[config.mk]
export PLATFORM = sky130hd
export DESIGN_NAME = dslsc_config_bank
export DESIGN_NICKNAME = d
export VERILOG_FILES = /design/src/hdl/dslsc_pkg.sv /design/src/hdl/dslsc_lane_router.sv /design/src/hdl/dslsc_input_lane_map.sv /design/src/hdl/dslsc_config_bank.sv
export VERILOG_INCLUDE_DIRS = /design/src /design/src/hdl
export SDC_FILE = /design/constraint.sdc
export NUM_CORES = 1
export LEC_CHECK = 0
export BUFFER_PORTS_ARGS = -buffer_cell sky130_fd_sc_hd__buf_4
export CAP_MARGIN = 15
export CORE_MARGIN = 5
export CORE_UTILIZATION = 54
export DETAILED_ROUTE_END_ITERATION = 7
export PLACE_DENSITY = 0.78
export REMOVE_ABC_BUFFERS = 1
export SYNTH_ARGS = -nofsm -noshare
export SYNTH_HDL_FRONTEND = slang
export SYNTH_SLANG_ARGS = --single-unit
[constraint.sdc]
create_clock -name sys_clk -period 2.2 [get_ports sys_clk]
set_input_delay 0.33 -clock sys_clk [delete_from_list [all_inputs] [get_ports sys_clk]]
set_output_delay 0.33 -clock sys_clk [all_outputs]
set_load 0.05 [all_outputs]
[src/hdl/dslsc_consts.svh]
/*
 * Constants of the lane switch configuration bank: register offsets,
 * reset values, field positions and the serial slave address prefix.
 * Assumes it is included by bare name from files that need the values.
 */
`ifndef DSLSC_CONSTS_SVH
`define DSLSC_CONSTS_SVH

`define DSLSC_OFS_FAST_MODES 8'h00
`define DSLSC_OFS_LS_MODES 8'h01
`define DSLSC_OFS_RX_SET 8'h10
`define DSLSC_OFS_IN_TERM 8'h11
`define DSLSC_OFS_IN_EQ 8'h14
`define DSLSC_OFS_TX_SET 8'h20
`define DSLSC_OFS_POLARITY 8'h80
`define DSLSC_OFS_A_ROUTE 8'h81
`define DSLSC_OFS_B_ROUTE 8'h82

`define DSLSC_RST_FAST_MODES 8'h40
`define DSLSC_RST_LS_MODES 8'hC0
`define DSLSC_RST_RX_SET 8'h01
`define DSLSC_RST_IN_TERM 8'h00
`define DSLSC_RST_IN_EQ 8'hFF
`define DSLSC_RST_TX_SET 8'h03
`define DSLSC_RST_POLARITY 8'h00
`define DSLSC_RST_A_ROUTE 8'hE4
`define DSLSC_RST_B_ROUTE 8'hE4

`define DSLSC_FAST_ON_BIT 6
`define DSLSC_FAST_SEL_BIT 0
`define DSLSC_LS_LOCK_BIT 7
`define DSLSC_LS_EN_BIT 6
`define DSLSC_LS_SEL_BIT 0
`define DSLSC_TERM_ALWAYS_BIT 0
`define DSLSC_PREEMPH_MSB 3
`define DSLSC_PREEMPH_LSB 2
`define DSLSC_OUT_TERM_BIT 1
`define DSLSC_OUT_CUR_BIT 0

`define DSLSC_SLAVE_PREFIX 6'h24
`define DSLSC_UNMAPPED_READ 8'h00

`endif

[src/hdl/dslsc_pkg.sv]
/*
 * Types of the lane switch configuration bank: serial slave states and
 * the bundle of switch controls driven to the analog lanes.
 * Assumes nothing beyond a SystemVerilog compiler.
 */
package dslsc_pkg;

    typedef enum logic [3:0] {
        SER_IDLE = 4'b0000,
        SER_DEV = 4'b0001,
        SER_DEV_ACK = 4'b0010,
        SER_REG = 4'b0011,
        SER_REG_ACK = 4'b0100,
        SER_WDATA = 4'b0101,
        SER_WDATA_ACK = 4'b0110,
        SER_RDATA = 4'b0111,
        SER_RDATA_ACK = 4'b1000,
        SER_RD_LOAD = 4'b1001
    } dslsc_ser_e;

    typedef struct packed {
        logic fastSwitchOn;
        logic standby;
        logic fastSourceSel;
        logic lowspeedConnA;
        logic lowspeedConnB;
        logic [3:0] termEnA;
        logic [3:0] termEnB;
        logic [3:0] eqHighA;
        logic [3:0] eqHighB;
        logic [1:0] outPreemphLevel;
        logic outTermOn;
        logic outDriveCurrent;
    } dslsc_ctrl_s;

endpackage : dslsc_pkg

[src/hdl/dslsc_lane_router.sv]
/*
 * Lane router: per-lane polarity swap of each source, then selection of
 * the source lane that drives each output lane.
 * Assumes lane legs are sampled digital levels; the caller registers them.
 */
`timescale 1ns/100ps
`default_nettype none

module dslsc_lane_router
    import dslsc_pkg::*;
#(
    parameter int LANES = 4
) (
    input wire logic [LANES-1:0] posInLegA,
    input wire logic [LANES-1:0] negInLegA,
    input wire logic [LANES-1:0] posInLegB,
    input wire logic [LANES-1:0] negInLegB,
    input wire logic [LANES-1:0] portAPolarity,
    input wire logic [LANES-1:0] portBPolarity,
    input wire logic [2*LANES-1:0] portALaneRoute,
    input wire logic [2*LANES-1:0] portBLaneRoute,
    input wire logic fastSourceSel,
    input wire logic fastSwitchOn,
    output logic [LANES-1:0] outPosLeg,
    output logic [LANES-1:0] outNegLeg
);

    logic [LANES-1:0] aPos, aNeg, bPos, bNeg;

    assign aPos = (posInLegA & ~portAPolarity) |
        (negInLegA & portAPolarity);
    assign aNeg = (negInLegA & ~portAPolarity) |
        (posInLegA & portAPolarity);
    assign bPos = (posInLegB & ~portBPolarity) |
        (negInLegB & portBPolarity);
    assign bNeg = (negInLegB & ~portBPolarity) |
        (posInLegB & portBPolarity);
    genvar i;
    generate
        for (i = 0; i < LANES; i++) begin : g_out
            logic [1:0] routeA, routeB;
            assign routeA = portALaneRoute[2*i+1:2*i];
            assign routeB = portBLaneRoute[2*i+1:2*i];
            // A lane that is off idles low so standby draws no toggling.
            assign outPosLeg[i] = fastSwitchOn &
                (fastSourceSel ? bPos[routeB] : aPos[routeA]);
            assign outNegLeg[i] = fastSwitchOn &
                (fastSourceSel ? bNeg[routeB] : aNeg[routeA]);
        end
    endgenerate

endmodule : dslsc_lane_router

`default_nettype wire

[src/hdl/dslsc_input_lane_map.sv]
/*
 * Input lane map: turns the per-lane termination and equalizer bits into
 * per-source lane controls, source B lanes counted from bit 7 downward.
 * Assumes the caller registers the results.
 */
`timescale 1ns/100ps
`default_nettype none

module dslsc_input_lane_map
    import dslsc_pkg::*;
#(
    parameter int LANES = 4
) (
    input wire logic inputTermAlways,
    input wire logic [2*LANES-1:0] inputTermPerLane,
    input wire logic [2*LANES-1:0] inputEqLevel,
    output logic [LANES-1:0] termEnA,
    output logic [LANES-1:0] termEnB,
    output logic [LANES-1:0] eqHighA,
    output logic [LANES-1:0] eqHighB
);

    genvar i;
    generate
        for (i = 0; i < LANES; i++) begin : g_lane
            assign termEnA[i] = inputTermAlways |
                inputTermPerLane[i];
            assign termEnB[i] = inputTermAlways |
                inputTermPerLane[2*LANES-1-i];
            assign eqHighA[i] = inputEqLevel[i];
            assign eqHighB[i] = inputEqLevel[2*LANES-1-i];
        end
    endgenerate

endmodule : dslsc_input_lane_map

`default_nettype wire

[src/hdl/dslsc_config_bank.sv]
/*
 * Configuration bank of a two-source lane switch: serial slave, register
 * file and registered switch controls and lane outputs.
 * Assumes the serial clock and data lines and the strap are synchronous
 * to sys_clk and that sys_clk is many times faster than the serial clock.
 */
// Operation
// - Switch enable low turns fast lanes off and enters standby.
// - Source select picks source A lanes at 0, source B at 1.
// - Lock off: low-speed source follows its own select bit only.
// - Lock on: low-speed source follows the fast source select.
// - Low-speed enable low isolates both sides; high lets it conduct.
// - Low-speed select connects side A at 0, side B at 1.
// - Termination mode 0 applies each per-lane termination bit.
// - Termination mode 1 keeps every input termination connected.
// - Per-lane bit 1 connects; bits 0-3 A0..A3, bits 4-7 B3..B0.
// - Equalizer bit picks 6 dB at 0, 12 dB at 1, same mapping.
// - Two-bit pre-emphasis picks 0, 2, 4 or 6 dB for all lanes.
// - Output termination bit turns all output terminations off/on.
// - Drive current bit picks 10 mA at 0, 20 mA at 1.
// - Source A polarity bit 1 swaps that lane's legs.
// - Source B polarity bit 1 swaps that lane's legs.
// - Source A routing field picks input lane 0..3 per output lane.
// - Source B routing field picks input lane 0..3 per output lane.
// - Slave address is fixed six bits plus strap pin as LSB.
`timescale 1ns/100ps
`default_nettype none

`include "dslsc_consts.svh"

module dslsc_config_bank
    import dslsc_pkg::*;
#(
    parameter int LANES = 4
) (
    input wire logic sys_clk,
    input wire logic rst_b,
    input wire logic sclIn,
    input wire logic sdaIn,
    output logic sdaOut,
    output logic sdaOeN,
    input wire logic addrStrap,
    input wire logic [LANES-1:0] posInLegA,
    input wire logic [LANES-1:0] negInLegA,
    input wire logic [LANES-1:0] posInLegB,
    input wire logic [LANES-1:0] negInLegB,
    output logic [LANES-1:0] outPosLeg,
    output logic [LANES-1:0] outNegLeg,
    output var dslsc_ctrl_s ctrl
);

    logic sclPrev_r;
    logic sdaPrev_r;
    logic strapBit_r;
    logic strapTaken_r;
    dslsc_ser_e serState_r;
    logic [2:0] bitCnt_r;
    logic [7:0] shift_r;
    logic ackPhase_r;
    logic readMode_r;
    logic [7:0] regPtr_r;
    logic sdaOeN_r;
    logic sdaOut_r;

    logic [7:0] fastModes_r;
    logic [7:0] lsModes_r;
    logic [7:0] rxSet_r;
    logic [7:0] inTerm_r;
    logic [7:0] inEq_r;
    logic [7:0] txSet_r;
    logic [7:0] polarity_r;
    logic [7:0] aRoute_r;
    logic [7:0] bRoute_r;

    logic sclRise;
    logic sclFall;
    logic startCond;
    logic stopCond;
    logic [7:0] rxByte;
    logic wrEn;
    logic [7:0] readData;
    logic lowspeedSel;
    logic [LANES-1:0] termEnA;
    logic [LANES-1:0] termEnB;
    logic [LANES-1:0] eqHighA;
    logic [LANES-1:0] eqHighB;
    logic [LANES-1:0] routedPos;
    logic [LANES-1:0] routedNeg;

    assign sclRise = sclIn & ~sclPrev_r;
    assign sclFall = ~sclIn & sclPrev_r;
    assign startCond = sclIn & sclPrev_r & sdaPrev_r & ~sdaIn;
    assign stopCond = sclIn & sclPrev_r & ~sdaPrev_r & sdaIn;
    assign rxByte = {shift_r[6:0], sdaIn};
    assign wrEn = (serState_r == SER_WDATA) && sclRise && (bitCnt_r == 3'h7);
    assign sdaOeN = sdaOeN_r;
    assign sdaOut = sdaOut_r;
    always_ff @(posedge sys_clk) begin
        if (!rst_b) begin
            sclPrev_r <= 1'b1;
            sdaPrev_r <= 1'b1;
        end else begin
            sclPrev_r <= sclIn;
            sdaPrev_r <= sdaIn;
        end
    end

    // The strap is taken one edge after reset release, never under reset.
    always_ff @(posedge sys_clk) begin
        if (!rst_b) begin
            strapBit_r <= 1'b0;
            strapTaken_r <= 1'b0;
        end else if (!strapTaken_r) begin
            strapBit_r <= addrStrap;
            strapTaken_r <= 1'b1;
        end
    end

    always_comb begin
        case (regPtr_r)
            `DSLSC_OFS_FAST_MODES: readData = fastModes_r;
            `DSLSC_OFS_LS_MODES: readData = lsModes_r;
            `DSLSC_OFS_RX_SET: readData = rxSet_r;
            `DSLSC_OFS_IN_TERM: readData = inTerm_r;
            `DSLSC_OFS_IN_EQ: readData = inEq_r;
            `DSLSC_OFS_TX_SET: readData = txSet_r;
            `DSLSC_OFS_POLARITY: readData = polarity_r;
            `DSLSC_OFS_A_ROUTE: readData = aRoute_r;
            `DSLSC_OFS_B_ROUTE: readData = bRoute_r;
            default: readData = `DSLSC_UNMAPPED_READ;
        endcase
    end

    // Serial slave. Data is sampled on the clock rising edge and the data
    // line only changes after a falling edge, so start and stop stay clean.
    always_ff @(posedge sys_clk) begin
        if (!rst_b) begin
            serState_r <= SER_IDLE;
            bitCnt_r <= 3'h0;
            shift_r <= 8'h00;
            ackPhase_r <= 1'b0;
            readMode_r <= 1'b0;
            regPtr_r <= 8'h00;
            sdaOeN_r <= 1'b1;
            sdaOut_r <= 1'b0;
        end else if (startCond) begin
            serState_r <= SER_DEV;
            bitCnt_r <= 3'h0;
            ackPhase_r <= 1'b0;
            sdaOeN_r <= 1'b1;
        end else if (stopCond) begin
            serState_r <= SER_IDLE;
            sdaOeN_r <= 1'b1;
        end else begin
            case (serState_r)
                SER_IDLE: begin
                    sdaOeN_r <= 1'b1;
                end
                SER_DEV, SER_REG, SER_WDATA: begin
                    if (sclRise) begin
                        shift_r <= rxByte;
                        bitCnt_r <= bitCnt_r + 3'h1;
                        if (bitCnt_r == 3'h7) begin
                            ackPhase_r <= 1'b0;
                            if (serState_r == SER_DEV) begin
                                if (rxByte[7:1] ==
                                    {`DSLSC_SLAVE_PREFIX, strapBit_r}) begin
                                    readMode_r <= rxByte[0];
                                    serState_r <= SER_DEV_ACK;
                                end else begin
                                    serState_r <= SER_IDLE;
                                end
                            end else if (serState_r == SER_REG) begin
                                regPtr_r <= rxByte;
                                serState_r <= SER_REG_ACK;
                            end else begin
                                serState_r <= SER_WDATA_ACK;
                            end
                        end
                    end
                end
                SER_DEV_ACK, SER_REG_ACK, SER_WDATA_ACK: begin
                    if (sclFall) begin
                        if (!ackPhase_r) begin
                            ackPhase_r <= 1'b1;
                            sdaOeN_r <= 1'b0;
                        end else if (serState_r == SER_DEV_ACK &&
                            readMode_r) begin
                            bitCnt_r <= 3'h0;
                            shift_r <= readData;
                            sdaOeN_r <= readData[7];
                            serState_r <= SER_RDATA;
                        end else begin
                            bitCnt_r <= 3'h0;
                            sdaOeN_r <= 1'b1;
                            if (serState_r == SER_WDATA_ACK) begin
                                regPtr_r <= regPtr_r + 8'h01;
                            end
                            serState_r <= (serState_r == SER_DEV_ACK) ?
                                SER_REG : SER_WDATA;
                        end
                    end
                end
                SER_RDATA: begin
                    if (sclFall) begin
                        if (bitCnt_r == 3'h7) begin
                            sdaOeN_r <= 1'b1;
                            serState_r <= SER_RDATA_ACK;
                        end else begin
                            bitCnt_r <= bitCnt_r + 3'h1;
                            shift_r <= {shift_r[6:0], 1'b0};
                            sdaOeN_r <= shift_r[6];
                        end
                    end
                end
                SER_RDATA_ACK: begin
                    if (sclRise) begin
                        if (sdaIn) begin
                            serState_r <= SER_IDLE;
                        end else begin
                            regPtr_r <= regPtr_r + 8'h01;
                            serState_r <= SER_RD_LOAD;
                        end
                    end
                end
                SER_RD_LOAD: begin
                    if (sclFall) begin
                        bitCnt_r <= 3'h0;
                        shift_r <= readData;
                        sdaOeN_r <= readData[7];
                        serState_r <= SER_RDATA;
                    end
                end
                default: begin
                    serState_r <= SER_IDLE;
                    sdaOeN_r <= 1'b1;
                end
            endcase
        end
    end

    // Reserved bits are never stored, so they read back as zero.
    always_ff @(posedge sys_clk) begin
        if (!rst_b) begin
            fastModes_r <= `DSLSC_RST_FAST_MODES;
            lsModes_r <= `DSLSC_RST_LS_MODES;
            rxSet_r <= `DSLSC_RST_RX_SET;
            inTerm_r <= `DSLSC_RST_IN_TERM;
            inEq_r <= `DSLSC_RST_IN_EQ;
            txSet_r <= `DSLSC_RST_TX_SET;
            polarity_r <= `DSLSC_RST_POLARITY;
            aRoute_r <= `DSLSC_RST_A_ROUTE;
            bRoute_r <= `DSLSC_RST_B_ROUTE;
        end else if (wrEn) begin
            case (regPtr_r)
                `DSLSC_OFS_FAST_MODES: fastModes_r <= rxByte & 8'h41;
                `DSLSC_OFS_LS_MODES: lsModes_r <= rxByte & 8'hC1;
                `DSLSC_OFS_RX_SET: rxSet_r <= rxByte & 8'h01;
                `DSLSC_OFS_IN_TERM: inTerm_r <= rxByte;
                `DSLSC_OFS_IN_EQ: inEq_r <= rxByte;
                `DSLSC_OFS_TX_SET: txSet_r <= rxByte & 8'h0F;
                `DSLSC_OFS_POLARITY: polarity_r <= rxByte;
                `DSLSC_OFS_A_ROUTE: aRoute_r <= rxByte;
                `DSLSC_OFS_B_ROUTE: bRoute_r <= rxByte;
                default: fastModes_r <= fastModes_r;
            endcase
        end
    end

    assign lowspeedSel = lsModes_r[`DSLSC_LS_LOCK_BIT] ?
        fastModes_r[`DSLSC_FAST_SEL_BIT] :
        lsModes_r[`DSLSC_LS_SEL_BIT];

    dslsc_input_lane_map #(
        .LANES(LANES)
    ) u_lane_map (
        .inputTermAlways(rxSet_r[`DSLSC_TERM_ALWAYS_BIT]),
        .inputTermPerLane(inTerm_r[2*LANES-1:0]),
        .inputEqLevel(inEq_r[2*LANES-1:0]),
        .termEnA(termEnA),
        .termEnB(termEnB),
        .eqHighA(eqHighA),
        .eqHighB(eqHighB)
    );

    dslsc_lane_router #(
        .LANES(LANES)
    ) u_router (
        .posInLegA(posInLegA),
        .negInLegA(negInLegA),
        .posInLegB(posInLegB),
        .negInLegB(negInLegB),
        .portAPolarity(polarity_r[LANES-1:0]),
        .portBPolarity(polarity_r[2*LANES-1:LANES]),
        .portALaneRoute(aRoute_r[2*LANES-1:0]),
        .portBLaneRoute(bRoute_r[2*LANES-1:0]),
        .fastSourceSel(fastModes_r[`DSLSC_FAST_SEL_BIT]),
        .fastSwitchOn(fastModes_r[`DSLSC_FAST_ON_BIT]),
        .outPosLeg(routedPos),
        .outNegLeg(routedNeg)
    );

    // Lane legs are registered, trading one clock of latency for clean
    // outputs; the real lanes bypass this and only the controls matter.
    always_ff @(posedge sys_clk) begin
        if (!rst_b) begin
            outPosLeg <= '0;
            outNegLeg <= '0;
        end else begin
            outPosLeg <= routedPos;
            outNegLeg <= routedNeg;
        end
    end

    always_ff @(posedge sys_clk) begin
        if (!rst_b) begin
            ctrl <= '0;
        end else begin
            ctrl.fastSwitchOn <= fastModes_r[`DSLSC_FAST_ON_BIT];
            ctrl.standby <= ~fastModes_r[`DSLSC_FAST_ON_BIT];
            ctrl.fastSourceSel <= fastModes_r[`DSLSC_FAST_SEL_BIT];
            ctrl.lowspeedConnA <= lsModes_r[`DSLSC_LS_EN_BIT] &
                ~lowspeedSel;
            ctrl.lowspeedConnB <= lsModes_r[`DSLSC_LS_EN_BIT] &
                lowspeedSel;
            ctrl.termEnA <= termEnA;
            ctrl.termEnB <= termEnB;
            ctrl.eqHighA <= eqHighA;
            ctrl.eqHighB <= eqHighB;
            ctrl.outPreemphLevel <=
                txSet_r[`DSLSC_PREEMPH_MSB:`DSLSC_PREEMPH_LSB];
            ctrl.outTermOn <= txSet_r[`DSLSC_OUT_TERM_BIT];
            ctrl.outDriveCurrent <= txSet_r[`DSLSC_OUT_CUR_BIT];
        end
    end

endmodule : dslsc_config_bank

`default_nettype wire

==> results of run 1 <==
-- cells in the mapped netlist, types with 4 or more instances --
cell type  count
o31a_1         4
mux2i_1       54
mux2_2        10
o22ai_1        8
nand2b_1       7
a222oi_1       6
o21ai_0       21
clkbuf_1      32
a22oi_1        4
buf_1          4
clkbuf_8       5
o31ai_1        7
nor3_1        13
and2_1        10
o311ai_0       6
dfxtp_1      112
nor3b_1        4
or3_1          4
a311oi_1       7
a211oi_1       9
nand3_1       20
a31oi_1        5
inv_1         12
nor2b_1        7
buf_2          7
buf_6          4
o211ai_1       8
mux4_2        16
nand2_1       48
ha_1           6
nor2_1        76
a21oi_1       21
-- through the flow --
stage / setup WS, ns / cell area, um^2 / util [%]
finish: -0.109 / 6890 / 64.4
floorplan: -0.262 / 5530 / -
detailed placement: -0.00430 / 6580 / 61.5
global placement: 0.0759 / 6580 / 61.5
global route: -0.139 / 6890 / 64.4
CTS: -0.0194 / 6810 / 63.7
-- timing repair --
item                       CTS  global route
pin swaps                    0             3
gates resized for setup      1            14
setup buffers                0             5
setup endpoints to repair    1            17
-- registers in the layout, indices dropped and copies added, names as in the netlist, 2 cells and up --
register     flops
aRoute_r         8
bRoute_r         8
bitCnt_r         3
ctrl            25
fastModes_r      2
inEq_r           8
inTerm_r         8
lsModes_r        3
outNegLeg        4
outPosLeg        4
polarity_r       8
regPtr_r         8
serState_r       4
shift_r          7
txSet_r          4
-- cells by family after synthesis --
logic type	synth area share, %
xor+xnor	0.601
fa+ha+maj	1.29
other cells	0.0643
mux	17.4
buf+inv	5.92
simple gates	19.3
compound gates	17.0
flops	38.5
-- power by group --
| group | internal (mW) | total [mW] | switching [mW] |
|---|---|---|---|
| clock network | 0.667 | 1.42 | 0.750 |
| logic | 0.877 | 2.20 | 1.32 |
| registers | 2.16 | 2.25 | 0.0884 |
| total | 3.70 | 5.86 | 2.16 |
-- critical path: stages (launching register included) --
cell      delay (ns)
dfxtp_2         0.34
inv_2           0.07
ha_4            0.12
or3b_4          0.37
or4_4           0.51
a41oi_4         0.32
a21bo_1         0.27
a311oi_2        0.22
-- how the worst max path moves through the flow --
stage / from / endpoint / slack, ns / cells after the start
2_1_floorplan: serState_r[2] / shift_r[1] / -0.26 / 5
3_3_place_gp: regPtr_r[1] / shift_r[0] / 0.08 / 7
3_5_place_dp: regPtr_r[1] / shift_r[0] / -0.004 / 7
4_1_cts: regPtr_r[1] / shift_r[0] / -0.02 / 7
5_1_grt: regPtr_r[1] / shift_r[0] / -0.14 / 7
6_report: regPtr_r[1] / shift_r[0] / -0.11 / 7
-- final cells by class --
| class | count | area share (%) |
|---|---|---|
| clock buffers | 9 | 1.80 |
| clock inverters | 7 | 1.54 |
| inverters | 13 | 0.709 |
| multi-input cells | 447 | 47.6 |
| flip-flops and latches | 112 | 32.6 |
| well taps | 140 | 2.54 |
| repair buffers | 116 | 13.2 |
-- layer usage --
| layer | share of wire (%) | routed length, um |
|---|---|---|
| met1 | 41 | 6610 |
| met4 | 2.9 | 470 |
| met5 | 0 | 0 |
| met3 | 9.5 | 1520 |
| met2 | 46 | 7430 |
==> summary.md, run 1 <==
| Metric | Value |
|---|---|
| Outcome | finished, violations left |
| Violated checks | setup timing |
| EDFF count, synth | 0 |
| VDD IR max | 781 uV |
| Met1 usage | 33.0% |
| Slew HR | ~54% |
| Largest net degree at the start of global routing | 59 |
| Footprint of the multi-input gates | between 3000 and 4000 um^2 |
| GRT met3 Usage | 5.04% |
| Mapped Cells | 626 |
| Total global-route track usage | 24.7% |
| DRT Wirelength | 16,000 um |
| Synthesized area per cell | 9.31 um^2 |
| Worst-path fanout max | 7 |
| Final period util | 105% |
| Top cell type's share of synthesized area | about two fifths |
| R2R Path Start | regPtr_r[1] |
| Clock-pin transition on the worst setup and hold timing paths | 0.11 ns |
| Total negative slack | -0.309 ns |
| Met2 GRT Util | about two fifths |
| Critical Path Sink Type | flip-flop |
| ANT nets after route | 0 |
| Clock Tree Root | clkbuf_8 |
| CTS tree | yes |
| Clk sink count | about 110 |
| R2r setup slk | -0.11 ns |
| Clock Path Buffers | 2 |
| Pwr/cell area | 851 nW/um^2 |
| CP startpoint kind | flip-flop |
| Async set-reset flop share out of synthesis | 0% |
| Synthesized flop and latch total | 112 |
| Die X-Extent | 114 um |
| Io pins | 56 |
| RSZ-0062 raised after global routing | yes |
| Yosys top cell by area | dfxtp_1 |
| Final hold viol count | 0 |
| Max Clock Skew | 0.0115 ns |
| Worst path required time | 2.51 ns |
| Initial antenna violation count | 0 |
| Max Cap Viol | 0 |
| Library cells used by synthesis | a little under 80 |
| Nets | 726 |
| Clock Latency Late Sink | approximately 0.38 ns |
| Hold Slack | 0.179 ns |
| Fillers | 869 |
| Core Footprint | 10,700 um^2 |
| Fin cells | roughly 840 |
| Worst Reg-to-Reg Cells | 7 |
| Mapped Area | 5830 um^2 |
| Busiest grt layer | met2 |
| Leakage Power | between 2 and 3 nW |
| Initial core utilization | between 50% and 60% |
| Hold path depth | 3 |
| Initial DRC count | 587 |
| Via density | 6.19 |
| Yosys warns | 0 |
| Most area-consuming cells after synthesis | dfxtp_1 (38%), mux2i_1 (9.3%), mux4_2 (6.2%) |
| First-pass GRT wire length | 25,600 um |
| Hold_buf cts | 0 |
| Commonest non-fill, non-tap cells in the layout | buf_4 (113), dfxtp_1 (109), nor2_1 (76) |
| Final setup margin | -0.109 ns |
| Seq. cell area | around 2200 um^2 |
| DRC Markers | 0 |
| Vias in the first global route | 4,961 |
| Hold crit path type | in -> reg |
| Register area share after synthesis | 38.5% |
| Final Total Pwr | ~6 mW |
| Slew Limit Fails | 0 |
| Commonest non-fill, non-tap cell in the layout | buf_4 |
| CTS H-Tree Depth | 3 |
| Area growth, synth to finish | 18.1% |
| Synth Flop Type | dfxtp_1 |
| Final setup violation count | 7 |
| IO Port Bufs | 54 |
| GRT Residual Overflow | 0 |
| Minimum clock period | around 2.3 ns |
| Die area | 13,000 um^2 |
| Die Span Y | 114 um |
| Ratio of cells with drive above 1 in the final layout | between 20% and 30% |
| Antenna cells | 0 |
| CTS buffer count | 9 |
| Wire per inst | 19.0 um |
| R2r endpoint | shift_r[0] |
| Router iterations before antenna repair | 5 |
| Worst Hold End | strapBit_r |
| Total vias in the final route | 5,223 |
| Hold path start | addrStrap |
| CP Class | reg -> reg |
| Worst EP arrival | 2.62 ns |
| Placed Instances | 823 |
| Hpwl dp | 11,700 um |
| Routability cong. | 0.892 |
| Fmax | 433 MHz |
| Rows | 38 |
| Worst slew pin tran | 0.675 ns |
(Power assumes the default switching activity.)
==> inputs of run 2 (changes only) <==
- ABC_AREA: unset -> 1
- TNS_END_PERCENT: unset -> 10
==> summary.md, run 2 <==
| Metric | Value |
|---|---|
| Clock Latency Late Sink | 0.39 ns (about the same) |
| Total global-route track usage | 23.8% (-0.84 points) |
| Ratio of cells with drive above 1 in the final layout | 11.7% (-15 points) |
| Top reg by flops | ctrl |
| Routability cong. | 0.931 (+4.4%) |
| Initial DRC count | 508 (-13%) |
| CP Class | reg -> reg |
| Hold Slack | 0.172 ns (-0.00675 ns) |
| Largest net degree at the start of global routing | 73 (+24%) |
| Synth top cells by count | nand2_1 (219), nor2_1 (132), dfxtp_1 (112) |
| Worst path required time | 2.49 ns (-0.02 ns) |
| Router iterations before antenna repair | 5 (unchanged) |
| Commonest non-fill, non-tap cell in the layout | nand2_1 |
| Final setup margin | 0.196 ns (+0.305 ns) |
| Hold crit path type | in -> reg |
| Synthesized area per cell | 6.52 um^2 (-30%) |
| Rows | 37 (-2.6%) |
| Antenna cells | 0 (unchanged) |
| First-pass GRT wire length | 25,000 um (-2.6%) |
| CTS tree | yes |
| CTS buffer count | 9 (unchanged) |
| Hpwl dp | 11,700 um (+0.21%) |
| Mapped Cells | 880 (+41%) |
| Synth Area in XOR/XNOR | 0.305% (-0.30 points) |
| Nets | 964 (+33%) |
| Max reg flops | 25 (unchanged) |
| Yosys warns | 0 (unchanged) |
| Clock-pin transition on the worst setup and hold timing paths | 0.11 ns (about the same) |
| CTS H-Tree Depth | 3 (unchanged) |
| Leakage Power | 3.13 nW (+21%) |
| Clock Tree Root | clkbuf_8 |
| Register area share after synthesis | 39.1% (+0.64 points) |
| Combinational family with the most area after synthesis | simple AND/OR/NAND/NOR gates |
| GRT Residual Overflow | 0 (unchanged) |
| Final period util | 91.1% (-14 points) |
| IO Port Bufs | 54 (unchanged) |
| Die Span Y | 113 um (-0.75%) |
| Worst-path fanout max | 10 (+3) |
| Most area-consuming cells after synthesis | dfxtp_1 (39%), nand2_1 (14%), nor2_1 (8.6%) |
| Die area | 12,800 um^2 (-1.5%) |
| Clock Path Buffers | 2 (unchanged) |
| Dpl ws | 0.264 ns (+0.268 ns) |
| VDD IR max | 565 uV (-28%) |
| Initial core utilization | 55.5% (+1.1 points) |
| Via density | 5.47 (-12%) |
| Total negative slack | 0 ns (+0.309 ns) |
| Vias in the first global route | 5,210 (+5.0%) |
| Yosys top cell by area | dfxtp_1 |
| Initial antenna violation count | 0 (unchanged) |
| Critical Path Sink Type | flip-flop |
| Area share of fa/ha/maj cells after synthesis | 1.31% (+0.021 points) |
| EDFF count, synth | 0 (unchanged) |
| Library cells used by synthesis | 32 (-59%) |
| Synth Flop Type | dfxtp_1 |
| Io pins | 56 (unchanged) |
| Compound-cell area share of the yosys netlist | 18.5% (+1.5 points) |
| PostCTS Resize Cnt | 0 (-1) |
| Final hold viol count | 0 (unchanged) |
| Final setup violation count | 0 (-7) |
| DRT Wirelength | 15,600 um (-2.9%) |
| Pwr/cell area | 791 nW/um^2 (-7.1%) |
| CP startpoint kind | flip-flop |
| Clk sink count | 112 (unchanged) |
| Core Footprint | 10,300 um^2 (-3.5%) |
| Synthesized flop and latch total | 112 (unchanged) |
| Async set-reset flop share out of synthesis | 0% (unchanged) |
| Commonest non-fill, non-tap cells in the layout | nand2_1 (219), nor2_1 (132), dfxtp_1 (112) |
| Wire per inst | 14.4 um (-24%) |
| Mapped Area | 5730 um^2 (-1.6%) |
| Max Cap Viol | 0 (unchanged) |
| DRC Markers | 0 (unchanged) |
| Count leader, synth | nand2_1 |
| Post-synthesis mux area share | 0.349% (-17 points) |
| Top cell type's share of synthesized area | 39.1% (+0.64 points) |
| RSZ-0062 raised after global routing | no |
| Minimum clock period | 2.00 ns (-0.305 ns) |
| Hold_buf cts | 0 (unchanged) |
| Worst EP arrival | 2.29 ns (-0.33 ns) |
| Fmax | 499 MHz (+15%) |
| Max Clock Skew | 0.0135 ns (+0.00202 ns) |
| Die X-Extent | 113 um (-0.75%) |
| Area growth, synth to finish | 14.3% |
| Slew Limit Fails | 0 (unchanged) |
| Final core utilization | 63.5% (-0.89 points) |
| ANT nets after route | 0 (unchanged) |
| Total vias in the final route | 5,895 (+13%) |
| Setup repair bufs after CTS | 0 (unchanged) |
| Synthesized-area fraction occupied by and/or/nand/nor cells | 32.0% (+13 points) |
| Outcome | finished, final reports clean |
==> run 2: cell count changes in the layout (fill, tap and decap cells not counted), sizes merged, moves of 16 or more <==
cell	delta
mux4	-16
nand2	+175
o211ai	+21
inv	+81
nand3	+38
mux2i	-52
o21ai	+78
buf	-45
nor2	+65
a21oi	+30
==> run 2: worst paths after layout <==
path                      from    endpoint  slack, ns  depth (start not counted)
setup / recovery   regPtr_r[1]  shift_r[2]       0.20                         12
hold / removal           sclIn   sclPrev_r       0.17                          3
setup reg to reg   regPtr_r[1]  shift_r[2]       0.20                         12
hold reg to reg   strapTaken_r  strapBit_r       0.43                          1
==> run 2: logic make-up (layout without fill, tap and decap cells) <==
| group | Yosys count | after routing |
|---|---|---|
| buffers and inverters | 120 | 182 |
| AOI/OAI and AO/OA | 193 | 193 |
| muxes | 2 | 2 |
| and+or+nand+nor | 444 | 444 |
| DFF | 112 | 112 |
| xor gates and xnor gates | 2 | 2 |
| other | 1 | 1 |
| adders and majority gates | 6 | 6 |
==> run 2: metal layers <==
metal	global-route usage [%]	up-vias	wire length, um
li1	-	2983	-
met1	30.3	2646	6690
met2	40.1	224	7270
met3	4.60	42	1100
met4	8.97	0	501
met5	0	-	0
==> run 2: through the flow <==
step           area (um^2)  cells  power, mW
6_report              6550   1078       5.18
5_1_grt               6550   1078       5.48
4_1_cts               6550   1078       5.18
3_5_place_dp          6330   1062       3.84
3_3_place_gp          6330   1062       3.84
2_1_floorplan         5610    855       3.33
==> run 2: report_power, final <==
part	internal [mW]	leakage [nW]	switching, mW
logic	0.491	2.10	1.08
clock network	0.576	0.114	0.784
registers	2.14	0.916	0.104
==> run 2: layout make-up <==
class | instances | area [um^2]
clock inverter | 7 | 103
clock buffer | 9 | 124
fill | 978 | 3770
multi-input combinational | 648 | 3010
sequential | 112 | 2240
inverter | 95 | 357
tap | 136 | 170
timing repair buffer | 71 | 546
==> run 2: worst max-delay path, cell delays in order, from the launching register on <==
cell and delay, ns:
dfxtp_1 0.40, inv_1 0.10, ha_1 0.18, nand2_1 0.10, clkinv_1 0.27, nand2_1 0.29
o21ai_0 0.13, nor2_1 0.10, nand2_1 0.09, nand2_1 0.07, nand2_1 0.04, nor2_1 0.08
nor2_1 0.05
